`src/hw/rso_pkg.sv`:
```
// Constants for the remote status output block
package rso_pkg;
  // ----------------------------------------------------------------
  // Sizes
  // ----------------------------------------------------------------
  localparam int RSO_AW = 4;
  localparam int RSO_DW = 32;
  localparam int RSO_ROBOTS = 16;
  localparam int RSO_SELW = 5;
  localparam int RSO_PLANES = 15;
  localparam int RSO_ALARMS = 9;
  localparam int RSO_PROGW = 6;
  localparam int RSO_LOADW = 8;
  localparam int RSO_CNTW = 16;
  localparam int RSO_AXES = 6;
  localparam int RSO_VALW = 32;
  // ----------------------------------------------------------------
  // Register word addresses
  // ----------------------------------------------------------------
  localparam logic [3:0] RSO_ADDR_CTRL = 4'h0;
  localparam logic [3:0] RSO_ADDR_PROG = 4'h1;
  localparam logic [3:0] RSO_ADDR_ALARM = 4'h2;
  localparam logic [3:0] RSO_ADDR_MOTOR = 4'h3;
  localparam logic [3:0] RSO_ADDR_HOME = 4'h4;
  localparam logic [3:0] RSO_ADDR_HIGH = 4'h5;
  localparam logic [3:0] RSO_ADDR_CALDONE = 4'h6;
  localparam logic [3:0] RSO_ADDR_PLANE = 4'h7;
  localparam logic [3:0] RSO_ADDR_LOAD = 4'h8;
  localparam logic [3:0] RSO_ADDR_EMERGENCY_HALT_COUNT = 4'h9;
  localparam logic [3:0] RSO_ADDR_STATUS = 4'hA;
  // ----------------------------------------------------------------
  // Field positions
  // ----------------------------------------------------------------
  localparam int RSO_CTRL_AUTO = 0;
  localparam int RSO_CTRL_REMOTE = 1;
  localparam int RSO_CTRL_PROGMODE = 2;
  localparam int RSO_CTRL_RIO = 3;
  localparam int RSO_ST_ALARM = 0;
  localparam int RSO_ST_ACCEPT = 1;
  localparam int RSO_ST_MOTOR = 2;
  localparam int RSO_ST_HOME = 3;
  localparam int RSO_ST_HIGH = 4;
  localparam int RSO_ST_CAL = 5;
  localparam int RSO_ST_BEAT = 6;
  // ----------------------------------------------------------------
  // Reset values and the value for invalid reals
  // ----------------------------------------------------------------
  localparam logic [3:0] RSO_CTRL_RST = 4'h0;
  localparam logic [5:0] RSO_PROG_RST = 6'h00;
  localparam logic [8:0] RSO_ALARM_RST = 9'h000;
  localparam logic [15:0] RSO_VEC_RST = 16'h0000;
  localparam logic [15:0] RSO_CALDONE_RST = 16'h0000;
  localparam logic [14:0] RSO_PLANE_RST = 15'h0000;
  localparam logic [7:0] RSO_LOAD_RST = 8'h00;
  localparam logic [15:0] RSO_CNT_RST = 16'h0000;
  localparam logic [31:0] RSO_REAL_INVALID = 32'h00000000;
endpackage

```
`src/hw/rso_scope_if.sv`:
```
// Carrier between the status core and the robot scope selector
`timescale 1ns/1ns
interface rso_scope_if #(
  parameter int N = 16,
  parameter int SW = 5
);
  logic [N-1:0] motor;
  logic [N-1:0] home;
  logic [N-1:0] high;
  logic [N-1:0] cal_done;
  logic [SW-1:0] sel;
  logic motor_flag;
  logic home_flag;
  logic high_flag;
  logic cal_flag;
  modport core (
    output motor, home, high, cal_done, sel,
    input motor_flag, home_flag, high_flag, cal_flag
  );
  modport scope (
    input motor, home, high, cal_done, sel,
    output motor_flag, home_flag, high_flag, cal_flag
  );
endinterface

```
`src/hw/rso_robot_scope.sv`:
```
// Per-robot status flags scoped by the robot selector
`timescale 1ns/1ns
module rso_robot_scope #(
  parameter int N = 16,
  parameter int SW = 5
) (
  rso_scope_if.scope sc
);
  // ----------------------------------------------------------------
  // Selector decode
  // ----------------------------------------------------------------
  wire all_sel = (sc.sel == '0);
  wire [N-1:0] hit;
  wire [N-1:0] not_cal = ~sc.cal_done;

  // Values past the robot count select nobody, so all flags read low
  genvar i;
  generate
    for (i = 0; i < N; i++) begin : g_hit
      assign hit[i] = (sc.sel == SW'(i + 1));
    end
  endgenerate

  // ----------------------------------------------------------------
  // Flags
  // ----------------------------------------------------------------
  assign sc.motor_flag = all_sel ? |sc.motor : |(sc.motor & hit);
  assign sc.home_flag = all_sel ? &sc.home : |(sc.home & hit);
  assign sc.high_flag = all_sel ? |sc.high : |(sc.high & hit);
  assign sc.cal_flag = all_sel ? |not_cal : |(not_cal & hit);
endmodule

```
`src/hw/rso_remote_status.sv`:
```
// Remote status output generator with its register port
//
// Added by the designer: the address-and-strobe port and the register offsets.
`timescale 1ns/1ns
module rso_remote_status
  import rso_pkg::*;
#(
  parameter int ROBOTS = RSO_ROBOTS,
  parameter int PLANES = RSO_PLANES,
  parameter int LOADW = RSO_LOADW,
  parameter int CNTW = RSO_CNTW
) (
  input wire logic mclk_i,
  input wire logic reset_i,
  input wire logic [RSO_AW-1:0] reg_addr_i,
  input wire logic [RSO_DW-1:0] reg_wdata_i,
  input wire logic reg_wr_i,
  input wire logic reg_rd_i,
  output logic [RSO_DW-1:0] reg_rdata_o,
  input wire logic [RSO_SELW-1:0] robot_selector_i,
  input wire logic heartbeat_i,
  input wire logic emergency_halt_count_event_i,
  output logic alarm_summary_o,
  output logic [RSO_ALARMS-1:0] fault_flags_o,
  output logic [RSO_PROGW-1:0] program_number_o,
  output logic remote_accept_flag_o,
  output logic motor_power_flag_o,
  output logic home_position_flag_o,
  output logic high_power_flag_o,
  output logic calibration_needed_flag_o,
  output logic heartbeat_o,
  output logic [CNTW-1:0] emergency_halt_count_o,
  output logic [PLANES-1:0] check_plane_hit_o,
  output logic [LOADW-1:0] task_load_o,
  output logic [RSO_AXES-1:0][RSO_VALW-1:0] world_value_o,
  output logic world_valid_o,
  output logic [RSO_AXES-1:0][RSO_VALW-1:0] joint_effort_o,
  output logic joint_valid_o
);
  // ----------------------------------------------------------------
  // Software-written state and the emergency halt counter
  // ----------------------------------------------------------------
  logic [3:0] ctrl_q;
  logic [RSO_PROGW-1:0] prog_q;
  logic [RSO_ALARMS-1:0] alarm_q;
  logic [ROBOTS-1:0] motor_q;
  logic [ROBOTS-1:0] home_q;
  logic [ROBOTS-1:0] high_q;
  logic [ROBOTS-1:0] caldone_q;
  logic [PLANES-1:0] plane_q;
  logic [LOADW-1:0] load_q;
  logic [CNTW-1:0] count_q;
  logic [CNTW-1:0] count_d;

  // ----------------------------------------------------------------
  // Write decode
  // ----------------------------------------------------------------
  wire wr_ctrl = reg_wr_i && (reg_addr_i == RSO_ADDR_CTRL);
  wire wr_prog = reg_wr_i && (reg_addr_i == RSO_ADDR_PROG);
  wire wr_alarm = reg_wr_i && (reg_addr_i == RSO_ADDR_ALARM);
  wire wr_motor = reg_wr_i && (reg_addr_i == RSO_ADDR_MOTOR);
  wire wr_home = reg_wr_i && (reg_addr_i == RSO_ADDR_HOME);
  wire wr_high = reg_wr_i && (reg_addr_i == RSO_ADDR_HIGH);
  wire wr_cal = reg_wr_i && (reg_addr_i == RSO_ADDR_CALDONE);
  wire wr_plane = reg_wr_i && (reg_addr_i == RSO_ADDR_PLANE);
  wire wr_load = reg_wr_i && (reg_addr_i == RSO_ADDR_LOAD);
  wire clr_count = reg_wr_i && (reg_addr_i == RSO_ADDR_EMERGENCY_HALT_COUNT);

  always_ff @(posedge mclk_i or posedge reset_i) begin
    if (reset_i) begin
      ctrl_q <= RSO_CTRL_RST;
      prog_q <= RSO_PROG_RST;
      alarm_q <= RSO_ALARM_RST;
    end else begin
      if (wr_ctrl) begin
        ctrl_q <= reg_wdata_i[3:0];
      end
      if (wr_prog) begin
        prog_q <= reg_wdata_i[RSO_PROGW-1:0];
      end
      if (wr_alarm) begin
        alarm_q <= reg_wdata_i[RSO_ALARMS-1:0];
      end
    end
  end

  always_ff @(posedge mclk_i or posedge reset_i) begin
    if (reset_i) begin
      motor_q <= ROBOTS'(RSO_VEC_RST);
      home_q <= ROBOTS'(RSO_VEC_RST);
      high_q <= ROBOTS'(RSO_VEC_RST);
      caldone_q <= ROBOTS'(RSO_CALDONE_RST);
    end else begin
      if (wr_motor) begin
        motor_q <= reg_wdata_i[ROBOTS-1:0];
      end
      if (wr_home) begin
        home_q <= reg_wdata_i[ROBOTS-1:0];
      end
      if (wr_high) begin
        high_q <= reg_wdata_i[ROBOTS-1:0];
      end
      if (wr_cal) begin
        caldone_q <= reg_wdata_i[ROBOTS-1:0];
      end
    end
  end

  always_ff @(posedge mclk_i or posedge reset_i) begin
    if (reset_i) begin
      plane_q <= PLANES'(RSO_PLANE_RST);
      load_q <= LOADW'(RSO_LOAD_RST);
    end else begin
      if (wr_plane) begin
        plane_q <= reg_wdata_i[PLANES-1:0];
      end
      if (wr_load) begin
        load_q <= reg_wdata_i[LOADW-1:0];
      end
    end
  end

  // ----------------------------------------------------------------
  // Emergency halt counter
  // ----------------------------------------------------------------
  // Saturates rather than wraps, so a large count never reads small.
  // A stop in the same cycle as a clear is kept: the count restarts at 1.
  wire count_full = &count_q;
  wire [CNTW-1:0] count_inc = count_full ? count_q : count_q + 1'b1;
  always_comb begin
    count_d = count_q;
    if (emergency_halt_count_event_i) begin
      count_d = clr_count ? CNTW'(1) : count_inc;
    end else if (clr_count) begin
      count_d = CNTW'(RSO_CNT_RST);
    end
  end

  always_ff @(posedge mclk_i or posedge reset_i) begin
    if (reset_i) begin
      count_q <= CNTW'(RSO_CNT_RST);
    end else begin
      count_q <= count_d;
    end
  end

  // ----------------------------------------------------------------
  // Robot scope
  // ----------------------------------------------------------------
  rso_scope_if #(.N(ROBOTS), .SW(RSO_SELW)) scope_bus ();
  assign scope_bus.motor = motor_q;
  assign scope_bus.home = home_q;
  assign scope_bus.high = high_q;
  assign scope_bus.cal_done = caldone_q;
  assign scope_bus.sel = robot_selector_i;

  rso_robot_scope #(.N(ROBOTS), .SW(RSO_SELW)) u_scope (
    .sc (scope_bus.scope)
  );

  // ----------------------------------------------------------------
  // Output stage
  // ----------------------------------------------------------------
  wire accept_w = (ctrl_q[RSO_CTRL_AUTO] && ctrl_q[RSO_CTRL_REMOTE]) ||
    (ctrl_q[RSO_CTRL_PROGMODE] && ctrl_q[RSO_CTRL_RIO]);
  wire summary_w = |alarm_q;

  // Everything leaves through one register rank so codes move together
  always_ff @(posedge mclk_i or posedge reset_i) begin
    if (reset_i) begin
      alarm_summary_o <= 1'b0;
      fault_flags_o <= RSO_ALARM_RST;
      program_number_o <= RSO_PROG_RST;
      remote_accept_flag_o <= 1'b0;
    end else begin
      alarm_summary_o <= summary_w;
      fault_flags_o <= alarm_q;
      program_number_o <= prog_q;
      remote_accept_flag_o <= accept_w;
    end
  end

  always_ff @(posedge mclk_i or posedge reset_i) begin
    if (reset_i) begin
      motor_power_flag_o <= 1'b0;
      home_position_flag_o <= 1'b0;
      high_power_flag_o <= 1'b0;
      calibration_needed_flag_o <= 1'b0;
      heartbeat_o <= 1'b0;
    end else begin
      motor_power_flag_o <= scope_bus.motor_flag;
      home_position_flag_o <= scope_bus.home_flag;
      high_power_flag_o <= scope_bus.high_flag;
      calibration_needed_flag_o <= scope_bus.cal_flag;
      heartbeat_o <= heartbeat_i;
    end
  end

  always_ff @(posedge mclk_i or posedge reset_i) begin
    if (reset_i) begin
      emergency_halt_count_o <= CNTW'(RSO_CNT_RST);
      check_plane_hit_o <= PLANES'(RSO_PLANE_RST);
      task_load_o <= LOADW'(RSO_LOAD_RST);
    end else begin
      emergency_halt_count_o <= count_d;
      check_plane_hit_o <= plane_q;
      task_load_o <= load_q;
    end
  end

  // No position or torque source exists here; values stay at real zero
  always_ff @(posedge mclk_i or posedge reset_i) begin
    if (reset_i) begin
      world_value_o <= '0;
      joint_effort_o <= '0;
      world_valid_o <= 1'b0;
      joint_valid_o <= 1'b0;
    end else begin
      world_value_o <= {RSO_AXES{RSO_REAL_INVALID}};
      joint_effort_o <= {RSO_AXES{RSO_REAL_INVALID}};
      world_valid_o <= 1'b0;
      joint_valid_o <= 1'b0;
    end
  end

  // ----------------------------------------------------------------
  // Register read
  // ----------------------------------------------------------------
  wire [RSO_DW-1:0] status_w = RSO_DW'({heartbeat_o,
    calibration_needed_flag_o, high_power_flag_o, home_position_flag_o,
    motor_power_flag_o, remote_accept_flag_o, alarm_summary_o});
  logic [RSO_DW-1:0] rd_mux;
  always_comb begin
    case (reg_addr_i)
      RSO_ADDR_CTRL: rd_mux = RSO_DW'(ctrl_q);
      RSO_ADDR_PROG: rd_mux = RSO_DW'(prog_q);
      RSO_ADDR_ALARM: rd_mux = RSO_DW'(alarm_q);
      RSO_ADDR_MOTOR: rd_mux = RSO_DW'(motor_q);
      RSO_ADDR_HOME: rd_mux = RSO_DW'(home_q);
      RSO_ADDR_HIGH: rd_mux = RSO_DW'(high_q);
      RSO_ADDR_CALDONE: rd_mux = RSO_DW'(caldone_q);
      RSO_ADDR_PLANE: rd_mux = RSO_DW'(plane_q);
      RSO_ADDR_LOAD: rd_mux = RSO_DW'(load_q);
      RSO_ADDR_EMERGENCY_HALT_COUNT: rd_mux = RSO_DW'(count_q);
      RSO_ADDR_STATUS: rd_mux = status_w;
      default: rd_mux = '0;
    endcase
  end

  // Data stand only in the cycle after the strobe, zero otherwise
  always_ff @(posedge mclk_i or posedge reset_i) begin
    if (reset_i) begin
      reg_rdata_o <= '0;
    end else begin
      reg_rdata_o <= reg_rd_i ? rd_mux : '0;
    end
  end
endmodule

```
`config.mk`:
```
export PLATFORM = sky130hd
export DESIGN_NAME = rso_remote_status
export DESIGN_NICKNAME = d
export VERILOG_FILES = /design/src/hw/rso_pkg.sv /design/src/hw/rso_scope_if.sv /design/src/hw/rso_robot_scope.sv /design/src/hw/rso_remote_status.sv
export SDC_FILE = /design/constraint.sdc
export NUM_CORES = 1
export LEC_CHECK = 0
export ABC_AREA = 1
export BUFFER_PORTS_ARGS = -buffer_cell sky130_fd_sc_hd__buf_2
export CAP_MARGIN = 20
export CORE_AREA = 2 2 204 206
export CTS_BUF_LIST = sky130_fd_sc_hd__clkbuf_16
export DETAILED_ROUTE_END_ITERATION = 16
export DIE_AREA = 0 0 206 208
export PLACE_DENSITY = 0.63
export SLEW_MARGIN = 5
export SYNTH_ARGS = -nofsm -noshare
export SYNTH_HDL_FRONTEND = slang
export SYNTH_SLANG_ARGS = --single-unit
```
`constraint.sdc`:
```
create_clock -name mclk_i -period 10.15 [get_ports mclk_i]
set_clock_uncertainty 0.2 [all_clocks]
set_input_delay 1.015 -clock mclk_i [delete_from_list [all_inputs] [get_ports mclk_i]]
set_output_delay 1.015 -clock mclk_i [all_outputs]
set_load 0.01 [all_outputs]
```
======== Yosys cells after proc, flatten, opt, wreduce, memory -nomap -nowiden ========
Index checks and enable logic that the tools add are counted.
Widths: inputs -> output; s select.
storage, ports and cells
  logic and storage cells ................. 92
  register bits ........................... 199
operators by class
  reductions and logical operators ........ 27
  mux-type cells .......................... 10
  equality and inequality tests ........... 27
  add/sub/neg operators ................... 1
  bitwise logic cells ..................... 5
operator list
  kind                   number
  $pmux 16 s11           1
  $reduce_or 16->1       7
  $and 16x16->16         4
  $mux 16                4
  $eq 5x4->1 const B     8
  $mux 32                1
  $reduce_and 16->1      2
  $eq 5x3->1 const B     4
  $add 16x1->16 const B  1
  $eq 4x3->1 const B     4
  $not 16->16            1
  $eq 4x4->1 const B     3
  $logic_and 1x1->1      12
  $eq 5x2->1 const B     2
  $reduce_or 9->1        1
  $eq 4x2->1 const B     2
  $eq 5x1->1 const B     1
  $eq 5x5->1 const B     1
  $logic_not 5->1        1
  $eq 4x1->1 const B     1
  $logic_not 4->1        1
  $mux 1                 4
  $ne 2x2->1 const B     1
  $reduce_and 2->1       1
  other kinds (2)        2

======== Logic depth before layout (Yosys ltp) ========
  depth after elaboration ................. 4
  gate-level depth with buffers ........... 11
  depth with buffers taken out ............ 10

======== Cells and area by module ========
From an unflattened synthesis, not the netlist that was laid out.
unflattened totals
  cells, all modules ...................... 1483
  area total of the unflattened synthesis .. 11614.9 um2
modules (own cells, without submodules)
  module             sequential area each (um2)  cells each  area an instance (um2)  instances
  rso_remote_status  4579.4                      1269        10608.9                 1
  rso_robot_scope    0.0                         214         1006.0                  1

======== Least setup slack after synthesis ========
No wires, ideal clock.
  kind .................................... in2reg
  start ................................... input reg_addr_i[2]
  end ..................................... register home_q[4]
  stages on the path ...................... 8
  arrival ................................. 1.829 ns
  setup slack ............................. 7.991 ns
  cell sequence ........................... inv_2 > nor2_1 > nand2_1 > inv_2 > nand2_1 > clkbuf_1 > nand2_1 > o21ai_0
on the way
  word-level cells in the longest chain between the ends .. 2
ends and longest elaborated chain
  what                  line                     source
  from (decl)           rso_remote_status.sv:15  input wire logic [RSO_AW-1:0] reg_addr_i,
  $eq 4x3->1            rso_remote_status.sv:62  wire wr_home = reg_wr_i && (reg_addr_i == RSO_ADDR_HOME);
  $logic_and 1x1->1     rso_remote_status.sv:62
  to (signal assigned)  rso_remote_status.sv:90  home_q <= ROBOTS'(RSO_VEC_RST);
  to (signal assigned)  rso_remote_status.sv:98  home_q <= reg_wdata_i[ROBOTS-1:0];
  to (decl)             rso_remote_status.sv:47  logic [ROBOTS-1:0] home_q;
Every way passes these cells.
A chain may end at the register's enable or synchronous reset.

======== Worst setup path after layout ========
  start ................................... input reg_addr_i[2]
  end ..................................... register motor_q[3]
on the way
  word-level cells in the longest chain between the ends .. 2
ends and longest elaborated chain
  what                  line                     source
  $eq 4x2->1            rso_remote_status.sv:61  wire wr_motor = reg_wr_i && (reg_addr_i == RSO_ADDR_MOTOR);
  $logic_and 1x1->1     rso_remote_status.sv:61
  to (signal assigned)  rso_remote_status.sv:89  motor_q <= ROBOTS'(RSO_VEC_RST);
  to (signal assigned)  rso_remote_status.sv:95  motor_q <= reg_wdata_i[ROBOTS-1:0];
  to (decl)             rso_remote_status.sv:46  logic [ROBOTS-1:0] motor_q;
Every way passes these cells.

==> flow_summary.toml <==
[status]
run_status = "complete, no violations"

[route]
via_per_inst = 4.018
initialDrtViolationCount = 735
routed-via-count = 8286
drt.antenna.violating_nets = 0
drt_first_pass_iters = 6
wl_um = 28690
route.detailed.drc = 0
wl_per_cell_um = 13.91

[power]
power.ir.vdd_worst_mv = 0.1060
comb_power_share = 0.175
sw_frac_of_total = 0.3423
internal_power_mw = 1.316
power.leakage_nw = 6.068
cellPowerDensity_mw_per_mm2 = 174.8
clockPowerShare = 0.339
net-switching-power_mw = 0.6851
p_seq_frac = 0.486

[placement]
gpl.final_weighted_congestion = 0.8809
place.detailed.instances = 2029
port_buffers = 107
postPlaceCellArea_sq_mm = 0.01081
preCtsSetupSlack_ns = 6.768
dp.final_hpwl_um = 22320

[run]
drv_cap = 0

[finish]
post_layout_nonfiller_instances = 2062
finalNetCount = 1565
most_frequent_standard_cell_in_the_layout_excluding_fill_and_tap_cells = "sky130_fd_sc_hd__conb_1"
commonest_cells_after_routing_fill_and_taps_aside = "sky130_fd_sc_hd__conb_1, sky130_fd_sc_hd__nand2_1, sky130_fd_sc_hd__dfrtp_1"
final_layout_size_suffix_gt1_frac = 0.1092
finish.instance_area_sq_mm = 0.01145
area_delta_synth_final_pct = 1.848
layout.core_utilization = 0.2823
antenna-diode-count = 0

[worst_setup_path]
arrival_ns = 3.11
crit_type = "input pin to register"
timing.critical_path.max_delay_family = "simple AND/OR/NAND/NOR gates"
critPathMaxStageDelay_ns = 0.78
critical_path.n_buffers_inverters = 2
critPathLaunchType = "input pin"
worst_ep_required_time_ns = 10.28
crit_path_max_fanout = 32
crit_path_end_kind = "register"
critical_path.cell_chain = "buf_2 -> inv_2 -> nand2_2 -> nor2_2 -> nand2_1 -> o21ai_0"
crit_slowest_cell = "sky130_fd_sc_hd__nand2_1"

[sta]
finalWorstPathRequiredPeriod_ns = 2.978
rsz0062_at_grt = "no"
timing.final.hold_violations = 0
worst_pin_slew_ns = 1.008
fmax_mhz = 335.8
setup_total_negative_slack_ns = 0
postLayoutSetupSlackWorst_ns = 7.172
slew-limit-headroom = 0.3260
post-route-period-util = 0.2934
maxSlewViolCount = 0
setup_viol = 0

[floorplanning]
core_area_sq_mm = 0.04055
chipWidth_um = 206
start_util = 0.2772
num_io_pins = 526
die_y_um = 208
dieArea_sq_mm = 0.04285
row_count = 74

[yosys]
synthesized_flop_and_latch_total = 183
synth_area_sq_mm = 0.01124
ys_types = 30
synth_warnings = 0
syn_inst = 1418
syn_avg_cell_area_sq_um = 7.927
ys_seq_area_frac = 0.4074

[grt]
grt.met3_usage = 0.02522
busiest_layer = "met2"
grt_total_usage = 0.1281
vias_in_the_first_global_route = 7157
grt_max_degree = 105
antenna_violations_before_repair = 4
grt_util_met2 = 0.2170
grt_overflow = 0
global_route_wire_length_before_repair_um = 42240
use_met1 = 0.1652

[clocking]
cts_htree_levels = 4
tritoncts = "built"
cts.repair.resized = 0
cts.path.max_buffers = 2
tritoncts_num_sinks = 183
holdBufCountCts = 0
clk-insertion-delay-late_ns = 0.44
cts_inserted_buffers = 17
cts.reportedPaths.clkPinSlew_ns = 0.08
post-cts-setup-buffers = 0
ctsRootBufferMaster = "sky130_fd_sc_hd__clkbuf_16"

[hold_path]
hold_path_class = "register to register"
==> power by group through the flow <==
stage	Combinational [mW]	Clock [mW]	Sequential, mW
6_report	0.349	0.679	0.973
5_1_grt	0.398	0.719	0.991
2_1_floorplan	0.330	0	0.971
3_5_place_dp	0.346	0	0.986
3_3_place_gp	0.339	0	0.984
4_1_cts	0.347	0.693	0.973
==> routing by layer <==
| layer | vias to the layer above | part of all wire |
|---|---|---|
| li1 | 3888 | - |
| met1 | 3969 | 0.41 |
| met2 | 380 | 0.50 |
| met3 | 41 | 0.072 |
| met4 | 8 | 0.016 |
| met5 | - | 0.0018 |
==> sequential cells by signal (all words and copies together), names as in the netlist, 15 cells and up <==
name                    cells
emergency_halt_count_o     16
motor_q                    16
home_q                     16
reg_rdata_o                16
caldone_q                  16
high_q                     16
plane_q                    15
check_plane_hit_o          15
==> path summary, 6_finish.rpt <==
path / startpoint / to / slack, ns / cells after the start
worst max-delay path: reg_addr_i[2] / motor_q[3] / 7.17 / 6
min in group asynchronous: reset_i / plane_q[5] / 0.59 / 2
worst min register to register: plane_q[9] / check_plane_hit_o[9] / 0.21 / 0
max in group asynchronous: reset_i / high_q[14] / 7.98 / 4
worst min-delay path: plane_q[9] / check_plane_hit_o[9] / 0.21 / 0
worst max register to register: emergency_halt_count_o[0] / emergency_halt_count_o[13] / 7.79 / 9
==> metrics by stage <==
| stage | hold slack [ns] | power, mW |
|---|---|---|
| detailed placement | 0.1854 | 1.333 |
| global placement | 0.1865 | 1.324 |
| CTS | 0.2043 | 2.013 |
| finish | 0.2052 | 2.002 |
| floorplan | 0.1744 | 1.301 |
| global route | 0.2215 | 2.108 |
==> area by class of cell <==
type                       instances  area, sq um
clock buffer                      17        425.4
clock inverter                    15        187.7
fill                            4441        29110
inverter                          91        346.6
multi-input combinational       1115         4673
sequential                       183         4579
tap                              532        665.6
timing repair buffer             109        570.5
==> kinds of logic after synthesis <==
logic type,count (synthesis),share of synthesized area
AOI/OAI and AO/OA,193,0.08771
adders and majority gates,1,0.001113
buffers and inverters,521,0.3108
and+or+nand+nor,516,0.1903
other,1,0.0003336
xor gates and xnor gates,3,0.002338
DFF,183,0.4074
==> synth_stat cells (all sizes together) <==
cell      n  area share
dfrtp   183        0.41
nand3    20      0.0089
buf     416        0.28
nand4    23       0.013
nand2   353        0.12
clkbuf   14      0.0047
xor2      3      0.0023
clkinv    1     0.00033
o21ai   169       0.076
o22ai     7      0.0039
a21oi    13      0.0058
nor2     92       0.035
inv      90       0.030
o211ai    2      0.0013
nor4     13      0.0072
a31oi     2      0.0011
or2       1     0.00056
nor3     12      0.0053
conb      1     0.00033
ha        1      0.0011
nand3b    2      0.0013
Note: power is estimated with default switching activity, not from simulation.
